File: src/hw/isa_pkg.sv
// shared constants, states and carriers for the i2c slave acknowledge block
`default_nettype none
package isa_pkg;

    // ------------------------------------------------------------------
    // byte framing counts
    // ------------------------------------------------------------------
    localparam logic [3:0] ISA_BITS_PER_BYTE = 4'h8;  // data bits before the ack clock
    localparam logic [3:0] ISA_ACK_CLOCK = 4'h9;      // count value after the ninth rising edge
    localparam logic [3:0] ISA_CNT_RST = 4'h0;

    // ------------------------------------------------------------------
    // address byte layout
    // ------------------------------------------------------------------
    localparam logic [4:0] ISA_TEN_BIT_PREFIX = 5'h1e;  // upper address byte header 11110
    localparam logic ISA_RW_WRITE = 1'h0;               // direction bit of a master write
    localparam int ISA_RW_POS = 0;                      // direction bit position in address byte

    // ------------------------------------------------------------------
    // values after reset
    // ------------------------------------------------------------------
    localparam logic [7:0] ISA_DATA_RST = 8'h00;
    localparam logic ISA_LINE_IDLE = 1'h1;  // released bus lines read high

    // ------------------------------------------------------------------
    // protocol states
    // ------------------------------------------------------------------
    typedef enum logic [2:0] {
        ISA_IDLE,
        ISA_ADDR,
        ISA_ADDR_LO,
        ISA_DATA,
        ISA_IGNORE
    } isa_state_e;

    // one sample of the two bus lines
    typedef struct packed {
        logic scl;
        logic sda;
    } isa_line_s;

endpackage : isa_pkg
`default_nettype wire

File: src/hw/isa_i2c_slave_ack.sv
// i2c receive slave with acknowledge-time flag, clock stretching and software nack
`timescale 1ns/1ps
`default_nettype none
// ----------------------------------------------------------------------
// ----------------------------------------------------------------------
module isa_i2c_slave_ack
    import isa_pkg::*;
#(
    parameter int ADDR_W = 10
)
(
    // clock and reset
    input wire logic clock_i,
    input wire logic resetn_i,
    // bus lines, open drain
    input wire logic scl_i,
    output logic scl_o,
    output logic scl_oe_o,
    input wire logic sda_i,
    output logic sda_o,
    output logic sda_oe_o,
    // configuration
    input wire logic [ADDR_W-1:0] own_address_i,
    input wire logic ten_bit_mode_i,
    input wire logic address_hold_enable_i,
    input wire logic data_hold_enable_i,
    input wire logic ack_data_value_i,
    // software strobes
    input wire logic clock_release_i,
    input wire logic buffer_read_i,
    // status
    output logic ack_time_flag_o,
    output logic receive_buffer_full_o,
    output logic [7:0] rx_data_o,
    output logic slave_event_o,
    output logic addressed_o
);

    // ------------------------------------------------------------------
    // address acceptance for the byte just shifted in
    // ------------------------------------------------------------------
    function automatic logic byte_accept(input isa_state_e st, input logic [7:0] b,
                                         input logic [ADDR_W-1:0] own, input logic ten);
        logic ok;
        ok = 1'b0;
        unique case (st)
            ISA_ADDR:
            begin
                if (ten)
                    ok = (b[7:3] == ISA_TEN_BIT_PREFIX) && (b[2:1] == own[9:8])
                         && (b[ISA_RW_POS] == ISA_RW_WRITE);
                else
                    ok = (b[7:1] == own[6:0]) && (b[ISA_RW_POS] == ISA_RW_WRITE);
            end
            ISA_ADDR_LO: ok = (b == own[7:0]);
            ISA_DATA: ok = 1'b1;  // payload is never compared to an address
            default: ok = 1'b0;
        endcase
        return ok;
    endfunction : byte_accept

    // ------------------------------------------------------------------
    // state
    // ------------------------------------------------------------------
    isa_line_s sync1, sync2, prev;
    isa_line_s next_sync1, next_sync2, next_prev;
    isa_state_e state, next_state;
    logic [3:0] bit_cnt, next_bit_cnt;
    logic [7:0] shift, next_shift;
    logic [7:0] rx_data, next_rx_data;
    logic ack_time, next_ack_time;
    logic receive_buffer_full, next_rbf;
    logic holding, next_holding;
    logic ack_given, next_ack_given;
    logic nack_sticky, next_nack_sticky;
    logic scl_oe, next_scl_oe;
    logic sda_oe, next_sda_oe;
    logic slave_event, next_slave_event;
    logic addressed, next_addressed;

    // line events, from the second synchroniser stage against its one-cycle-delayed copy prev
    logic scl_rise, scl_fall, start_seen, stop_seen;
    logic is_addr, hold_en, ok;

    assign scl_rise = ~prev.scl & sync2.scl;
    assign scl_fall = prev.scl & ~sync2.scl;
    assign start_seen = prev.scl & sync2.scl & prev.sda & ~sync2.sda;
    assign stop_seen = prev.scl & sync2.scl & ~prev.sda & sync2.sda;
    assign is_addr = (state == ISA_ADDR) || (state == ISA_ADDR_LO);
    assign hold_en = is_addr ? address_hold_enable_i : data_hold_enable_i;
    assign ok = byte_accept(state, shift, own_address_i, ten_bit_mode_i);

    // ------------------------------------------------------------------
    // next-state computation
    // ------------------------------------------------------------------
    always_comb
    begin
        next_sync1 = '{scl: scl_i, sda: sda_i};
        next_sync2 = sync1;
        next_prev = sync2;
        next_state = state;
        next_bit_cnt = bit_cnt;
        next_shift = shift;
        next_rx_data = rx_data;
        next_ack_time = ack_time;
        next_rbf = receive_buffer_full & ~buffer_read_i;  // a byte landing below wins over the read
        next_holding = holding;
        next_ack_given = ack_given;
        next_nack_sticky = nack_sticky;
        next_scl_oe = scl_oe;
        next_sda_oe = sda_oe;
        next_slave_event = 1'b0;
        next_addressed = addressed;
        if (start_seen)
        begin
            // start or repeated start: back to the address phase
            next_state = ISA_ADDR;
            next_bit_cnt = ISA_CNT_RST;
            next_ack_time = 1'b0;
            next_holding = 1'b0;
            next_scl_oe = 1'b0;
            next_sda_oe = 1'b0;
            next_addressed = 1'b0;
        end
        else if (stop_seen)
        begin
            next_state = ISA_IDLE;
            next_bit_cnt = ISA_CNT_RST;
            next_ack_time = 1'b0;
            next_holding = 1'b0;
            next_scl_oe = 1'b0;
            next_sda_oe = 1'b0;
            next_addressed = 1'b0;
            next_nack_sticky = 1'b0;
        end
        else if ((state != ISA_IDLE) && (state != ISA_IGNORE))
        begin
            if (scl_rise && (bit_cnt < ISA_BITS_PER_BYTE))
            begin
                next_shift = {shift[6:0], sync2.sda};
                next_bit_cnt = bit_cnt + 4'h1;
            end
            else if (scl_rise && (bit_cnt == ISA_BITS_PER_BYTE))
            begin
                next_ack_time = 1'b0;
                next_bit_cnt = ISA_ACK_CLOCK;
            end
            else if (scl_fall && (bit_cnt == ISA_BITS_PER_BYTE))
            begin
                // eighth falling edge: byte complete
                next_ack_given = 1'b0;
                if (ok)
                begin
                    next_ack_time = 1'b1;
                    next_rx_data = shift;
                    next_rbf = 1'b1;
                    next_slave_event = 1'b1;
                    if (hold_en)
                    begin
                        // stretch regardless of the ack data value
                        next_scl_oe = 1'b1;
                        next_holding = 1'b1;
                    end
                    else
                    begin
                        // no stretch: answer at once, byte acked unless nack_sticky is set
                        next_ack_given = ~nack_sticky;
                        next_sda_oe = ~nack_sticky;
                    end
                end
            end
            else if (scl_fall && (bit_cnt == ISA_ACK_CLOCK))
            begin
                // ninth falling edge: drop the acknowledge and move on
                next_sda_oe = 1'b0;
                next_bit_cnt = ISA_CNT_RST;
                if (!ack_given && is_addr)
                    next_state = ISA_IGNORE;
                else if (ack_given && (state == ISA_ADDR) && ten_bit_mode_i)
                    next_state = ISA_ADDR_LO;
                else if (ack_given && is_addr)
                begin
                    next_state = ISA_DATA;
                    next_addressed = 1'b1;
                end
            end
            // software picks ack or nack first; scl is let go one cycle later so
            // the answer on sda is already set up when the master raises the clock
            if (holding && clock_release_i)
            begin
                next_holding = 1'b0;
                next_ack_given = ~(ack_data_value_i | nack_sticky);
                next_sda_oe = ~(ack_data_value_i | nack_sticky);
                if (ack_data_value_i)
                    next_nack_sticky = 1'b1;
            end
            else if (scl_oe && !holding)
            begin
                next_scl_oe = 1'b0;
            end
        end
    end

    // ------------------------------------------------------------------
    // registers
    // ------------------------------------------------------------------
    always_ff @(posedge clock_i)
    begin
        if (!resetn_i)
        begin
            sync1 <= '{scl: ISA_LINE_IDLE, sda: ISA_LINE_IDLE};
            sync2 <= '{scl: ISA_LINE_IDLE, sda: ISA_LINE_IDLE};
            prev <= '{scl: ISA_LINE_IDLE, sda: ISA_LINE_IDLE};
            state <= ISA_IDLE;
            bit_cnt <= ISA_CNT_RST;
            shift <= ISA_DATA_RST;
            rx_data <= ISA_DATA_RST;
            ack_time <= 1'b0;
            receive_buffer_full <= 1'b0;
            holding <= 1'b0;
            ack_given <= 1'b0;
            nack_sticky <= 1'b0;
            scl_oe <= 1'b0;
            sda_oe <= 1'b0;
            slave_event <= 1'b0;
            addressed <= 1'b0;
        end
        else
        begin
            sync1 <= next_sync1;
            sync2 <= next_sync2;
            prev <= next_prev;
            state <= next_state;
            bit_cnt <= next_bit_cnt;
            shift <= next_shift;
            rx_data <= next_rx_data;
            ack_time <= next_ack_time;
            receive_buffer_full <= next_rbf;
            holding <= next_holding;
            ack_given <= next_ack_given;
            nack_sticky <= next_nack_sticky;
            scl_oe <= next_scl_oe;
            sda_oe <= next_sda_oe;
            slave_event <= next_slave_event;
            addressed <= next_addressed;
        end
    end

    // ------------------------------------------------------------------
    // outputs from flip-flops, scl_o and sda_o tied to 0; open-drain lines only ever pull low
    // ------------------------------------------------------------------
    assign scl_o = 1'b0;
    assign sda_o = 1'b0;
    assign scl_oe_o = scl_oe;
    assign sda_oe_o = sda_oe;
    assign ack_time_flag_o = ack_time;
    assign receive_buffer_full_o = receive_buffer_full;
    assign rx_data_o = rx_data;
    assign slave_event_o = slave_event;
    assign addressed_o = addressed;

endmodule : isa_i2c_slave_ack
`default_nettype wire

File: config.mk
export PLATFORM = sky130hd
export DESIGN_NAME = isa_i2c_slave_ack
export DESIGN_NICKNAME = d
export VERILOG_FILES = /design/src/hw/isa_pkg.sv /design/src/hw/isa_i2c_slave_ack.sv
export SDC_FILE = /design/constraint.sdc
export NUM_CORES = 1
export LEC_CHECK = 0
export BUFFER_PORTS_ARGS = -buffer_cell sky130_fd_sc_hd__buf_2
export CAP_MARGIN = 20
export CORE_ASPECT_RATIO = 0.6
export CORE_MARGIN = 5
export CORE_UTILIZATION = 30
export DETAILED_ROUTE_END_ITERATION = 6
export PLACE_DENSITY = 0.5
export SLEW_MARGIN = 20
export SYNTH_ARGS = -nofsm -noshare
export SYNTH_HDL_FRONTEND = slang
export SYNTH_SLANG_ARGS = --single-unit
File: constraint.sdc
create_clock -name clock_i -period 2.2 [get_ports clock_i]
set_input_delay 0.44 -clock clock_i [delete_from_list [all_inputs] [get_ports clock_i]]
set_output_delay 0.44 -clock clock_i [all_outputs]
set_load 0.02 [all_outputs]
# ---- Word level (Yosys, flattened, before mapping)
# Index checks and enable logic that the tools add are counted.
# Widths: inputs -> output; s select.
dict set report word_totals {
  ff_bits 38
  latchBits 0
  mem_bits_rw 0
  romBits 0
  inputBits 20
  output_inout_bits 16
  elab_cells 169
  mem_count 0
}
dict set report op_classes {
  n_addsub 1
  n_mul 0
  div 0
  magnitude_cmp 1
  eq_ne 18
  n_shift 0
  muxes 58
  bitwise 26
  n_reduce_logical 45
}
# cell count
set op_table {}
lappend op_table {{$mux 1} 50}
lappend op_table {{$reduce_and 6->1} 5}
lappend op_table {{$reduce_bool 3->1} 6}
lappend op_table {{$not 1->1} 17}
lappend op_table {{$mux 4} 4}
lappend op_table {{$reduce_bool 2->1} 8}
lappend op_table {{$ne 3x3->1 const B} 5}
lappend op_table {{$logic_and 1x1->1} 14}
lappend op_table {{$reduce_and 4->1} 3}
lappend op_table {{$mux 3} 3}
lappend op_table {{$and 1x1->1} 8}
lappend op_table {{$eq 4x4->1 const B} 2}
lappend op_table {{$eq 8x8->1} 1}
lappend op_table {{$reduce_and 8->1} 1}
lappend op_table {{$eq 7x7->1} 1}
lappend op_table {{$reduce_and 7->1} 1}
lappend op_table {{$reduce_or 7->1} 1}
lappend op_table {{$eq 3x2->1 const B} 2}
lappend op_table {{$ne 3x2->1 const B} 2}
lappend op_table {{$eq 5x5->1 const B} 1}
lappend op_table {{$reduce_bool 5->1} 1}
lappend op_table {{$add 4x1->4 const B} 1}
lappend op_table {{$lt 4x4->1 const B} 1}
lappend op_table {{$ne 2x1->1 const B} 2}
lappend op_table {{8 further kinds} 9}

# ---- Longest topological paths before layout
dict set report logic_depth {
  word_depth 13
  depth_mapped 9
  mapped_depth_nobuf 8
}

# ---- Worst setup path after synthesis
# OpenSTA, ideal clock, no wires.
dict set report synth_timing {
  path_type {flip-flop to flip-flop}
  from {register bit_cnt[0]}
  to {register sda_oe, in the netlist sda_oe_o}
  setup_time_ns 0.067
  t_arrival_ns 1.783
  required_time_ns 2.133
  slack_ns 0.350
  path_stages_with_launch 9
  n_path_buf 1
  synth_period_minus_slack_ns 1.850
  cell_sequence {dfxtp_1 -> inv_1 -> ha_1 -> and3b_1 -> and3b_1 -> clkbuf_1 -> a221o_1 -> a31o_1 -> a21oi_2}
}
dict set report synth_via {
  elab_chain_cells 6
  word_cells_on_any_way 17
  cone_classes {order compare: 1; eq/ne: 6; mux: 4; reduce/logical: 6}
}
# element line_no
set synth_rtl {}
lappend synth_rtl {{from (decl)} isa_i2c_slave_ack.sv:68} ;# logic [3:0] bit_cnt, next_bit_cnt;
lappend synth_rtl {{from (signal assigned)} isa_i2c_slave_ack.sv:234} ;# bit_cnt <= next_bit_cnt;
lappend synth_rtl {{parallel branches: the longest is 6 deep, another holds $lt 4x4->1} n/a}
lappend synth_rtl {{to (signal assigned)} isa_i2c_slave_ack.sv:243} ;# sda_oe <= next_sda_oe;
lappend synth_rtl {{to (decl)} isa_i2c_slave_ack.sv:77} ;# logic sda_oe, next_sda_oe;
# Parallel ways; which one is timed is not known. The select of a mux whose other input is x is not followed.
# A chain may end at the register's enable or synchronous reset.

# ---- Worst setup path after layout
dict set report layout_timing {
  from {register bit_cnt[0]}
  to {register state[0]}
}
dict set report layout_via {
  elab_chain_cells 4
  word_cells_on_any_way 12
  cone_classes {order compare: 1; eq/ne: 5; reduce/logical: 6}
}
# element line_no
set layout_rtl {}
lappend layout_rtl {{$lt 4x4->1, or another cell as far along} isa_i2c_slave_ack.sv:138} ;# if (scl_rise && (bit_cnt < ISA_BITS_PER_BYTE))
lappend layout_rtl {{$logic_and 1x1->1, on equally long branches} n/a}
lappend layout_rtl {{$ne 3x3->1 (no line) or $reduce_bool 3->1 (tied branches)} n/a}
lappend layout_rtl {{$reduce_and 6->1 (no line) (*)} n/a}
lappend layout_rtl {{to (signal assigned)} isa_i2c_slave_ack.sv:233} ;# state <= next_state;
lappend layout_rtl {{to (decl)} isa_i2c_slave_ack.sv:67} ;# isa_state_e state, next_state;
# Mark *: on every way between the ends. The rest lies on a longest branch, timed or not.

==> flow_metrics.env <==
export IMPL_grt_pass1_vias=1502
export IMPL_cts_root_buffer="clkbuf_8"
export IMPL_hold_viol_final=0
export IMPL_hold_buffers=0
export IMPL_cts_buffers=5
export IMPL_fmax_mhz=509
export IMPL_post_cts_buffers=0
export IMPL_start_util_pct=30.4
export IMPL_r2r_slack_ps=240
export IMPL_grt_overflow_total=0
export IMPL_track_usage_pct=11.5
export IMPL_post_cts_resized=0
export IMPL_io_pins=36
export IMPL_synthCells=239
export IMPL_avgSynthCellArea_um2=8.38
export IMPL_first_pass_iters=4
export IMPL_stdcell_area_mm2=0.00234
export IMPL_multiInputGateArea_mm2=0.00112
export IMPL_r2r_cells=9
export IMPL_die_area_mm2=0.00846
export IMPL_grt_antenna_before_repair=0
export IMPL_clockBufferDepth=2
export IMPL_fin_setup_tns_ps=0
export IMPL_synth_area_mm2=0.00200
export IMPL_worstSetupEndpointType="register"
export IMPL_r2r_start="bit_cnt[0]"
export IMPL_met1_usage_pct=18.7
export IMPL_cp_max_fo=5
export IMPL_fin_skew_ps=4.77
export IMPL_gp_congestion=0.836
export IMPL_fin_crit_ps=1960
export IMPL_fillers=699
export IMPL_routed_wirelength_um=4740
export IMPL_worstPathArrival_ps=2190
export IMPL_clock_latency_ps=290
export IMPL_die_w_um=115
export IMPL_drive_above_1_share_pct=19.3
export IMPL_finalNetCount=293
export IMPL_core_area_mm2=0.00659
export IMPL_path_clk_slew_ps=80
export IMPL_cellLeakagePower_nw=0.964
export IMPL_rows=23
export IMPL_ys_seq_area_share_pct=38.0
export IMPL_hp_start="scl_i"
export IMPL_peakVddDrop_mv=0.316
export IMPL_drt_iter0_markers=118
export IMPL_ant_nets=0
export IMPL_drv_cap=0
export IMPL_drv_slew=0
export IMPL_post_dp_cell_area_mm2=0.00223
export IMPL_vias=1645
export IMPL_synth_seq_cells=38
export IMPL_finalCritPeriodShare_pct=89.3
export IMPL_timing_hold_ws_ps=328
export IMPL_grt_start_max_net_pins=35
export IMPL_wire_per_inst_um=13.3
export IMPL_seq_area_um2=761
export IMPL_synth_distinct_cells=47
export IMPL_die_h_um=73.3
export IMPL_setup_viol=0
export IMPL_hold_class="input port to register"
export IMPL_syn2layout_area_growth_pct=16.7
export IMPL_placed_cells=350
export IMPL_timing_worst_setup_path_type="register to register"
export IMPL_tritoncts="yes"
export IMPL_grt_util_met3_pct=3.87
export IMPL_finalWorstSetupSlack_ps=236
export IMPL_p_per_area_mw_per_mm2=599
export IMPL_instances_no_fill=357
export IMPL_grt_pass1_wl_um=7590
export IMPL_fin_util_pct=35.5
export IMPL_power_mw=1.40
export IMPL_worst_setup_path_start_kind="register"
export IMPL_antennaDiodeCount=0
export IMPL_busiest_layer="met1"
export IMPL_place_hpwl_um=3460
export IMPL_port_buffers=33
export IMPL_rsz0062_at_grt="no"
export IMPL_avgViaCountPerCell=4.61
export IMPL_cp_startpoint="bit_cnt[0]"
export IMPL_synth_warnings=0
export IMPL_grt_use_met2_pct=13.9
export IMPL_r2r_end="state[0]"
export IMPL_clock_sinks=38
export IMPL_cp_required_ps=2420
export IMPL_cts_max_level=2
export IMPL_pre_cts_slack_ps=211
export IMPL_crit_end="state[0]"
export IMPL_run_status="finished, final reports clean"
export IMPL_drc_errors=0
==> per-layer routing <==
metal | wire, um | part of all wire [%]
met1 | 2750 | 58
met2 | 1670 | 35
met3 | 299 | 6.3
met4 | 19 | 0.40
met5 | 0 | 0
==> worst max-delay path, stage by stage, from the launching register on <==
cell and delay [ps]:
dfxtp_1 400, inv_1 80, ha_1 240, nor3b_1 190, buf_4 150, nand4bb_1 120
a311oi_1 340, a21o_1 150, o21ai_0 90, a21boi_1 140
==> sequential cells by signal, indices dropped and copies added, names as in the netlist <==
signal                 flops
ack_given                  1
ack_time_flag_o            1
addressed_o                1
bit_cnt                    4
holding                    1
nack_sticky                1
next_prev                  2
next_sync2                 2
prev                       2
receive_buffer_full_o      1
rx_data_o                  8
scl_oe_o                   1
sda_oe_o                   1
shift                      8
slave_event_o              1
state                      3
==> cell usage after synthesis, drive strengths merged <==
cell type	count	area, um^2
dfxtp	38	761
nand2	34	128
nor2	19	71.3
xor2	18	158
nand3	13	65.1
a21oi	10	53.8
mux2i	10	100
o21ai	10	50.1
a21boi	9	67.6
buf	9	77.6
nand2b	9	56.3
clkbuf	8	30.0
inv	6	22.5
nor4	5	37.5
nor3	4	20.0
and3b	3	26.3
ha	3	37.5
nor2b	3	18.8
and3	2	12.5
nand3b	2	15.0
nand4	2	12.5
nor3b	2	15.0
xnor2	2	17.5
a211oi	1	7.51
a21o	1	7.51
a221o	1	10.0
a221oi	1	8.76
a22oi	1	7.51
a311oi	1	8.76
a31o	1	8.76
a41oi	1	8.76
and2	1	8.76
conb	1	3.75
nand4b	1	8.76
nand4bb	1	11.3
o21a	1	7.51
o21bai	1	7.51
o221ai	1	8.76
o22ai	1	12.5
or2	1	6.26
or2b	1	7.51
==> area by class of cell <==
class | count | area share [%]
timing repair buffer | 40 | 9.31
clock buffer | 6 | 3.53
clock inverter | 1 | 1.28
multi-input combinational | 179 | 47.7
tap | 87 | 4.65
sequential | 38 | 32.5
inverter | 6 | 0.963
==> cells in the final DEF (no fill, tap or decap), drive strengths merged, types with 4 or more instances in the layout <==
cell type  Yosys  layout
nand3         13      13
nor3           4       4
nor2          19      19
inv            6       6
buf            9      40
mux2i         10      10
clkbuf         8       6
xor2          18      18
a21oi         10      10
o21ai         10      10
nor4           5       5
nand2         34      34
a21boi         9       9
nand2b         9       9
dfxtp         38      38
==> report_power, final <==
part | total, mW | internal, mW | switching (mW)
Combinational | 0.0943 | 0.0385 | 0.0558
Sequential | 0.699 | 0.693 | 0.00600
Clock | 0.607 | 0.363 | 0.244
==> cells by family (layout without fill, tap and decap cells) <==
| group | after synthesis | after routing | synth area share [%] |
|---|---|---|---|
| and+or+nand+nor | 103 | 103 | 26.0 |
| AOI/OAI and AO/OA | 41 | 41 | 13.7 |
| DFF | 38 | 38 | 38.0 |
| buffers and inverters | 23 | 53 | 6.50 |
| xor gates and xnor gates | 20 | 20 | 8.74 |
| muxes | 10 | 10 | 5.00 |
| adders and majority gates | 3 | 3 | 1.87 |
| other | 1 | 2 | 0.187 |
==> worst min path at each step <==
stage / cells past startpoint / slack (ps) / end
2_1_floorplan: 1 / 390 / next_prev[0]
3_3_place_gp: 1 / 390 / next_prev[0]
4_1_cts: 2 / 320 / next_sync2[1]
3_5_place_dp: 1 / 390 / next_prev[1]
6_report: 2 / 330 / next_sync2[1]
5_1_grt: 2 / 310 / next_sync2[1]
Power figures use the tool's default switching activity.
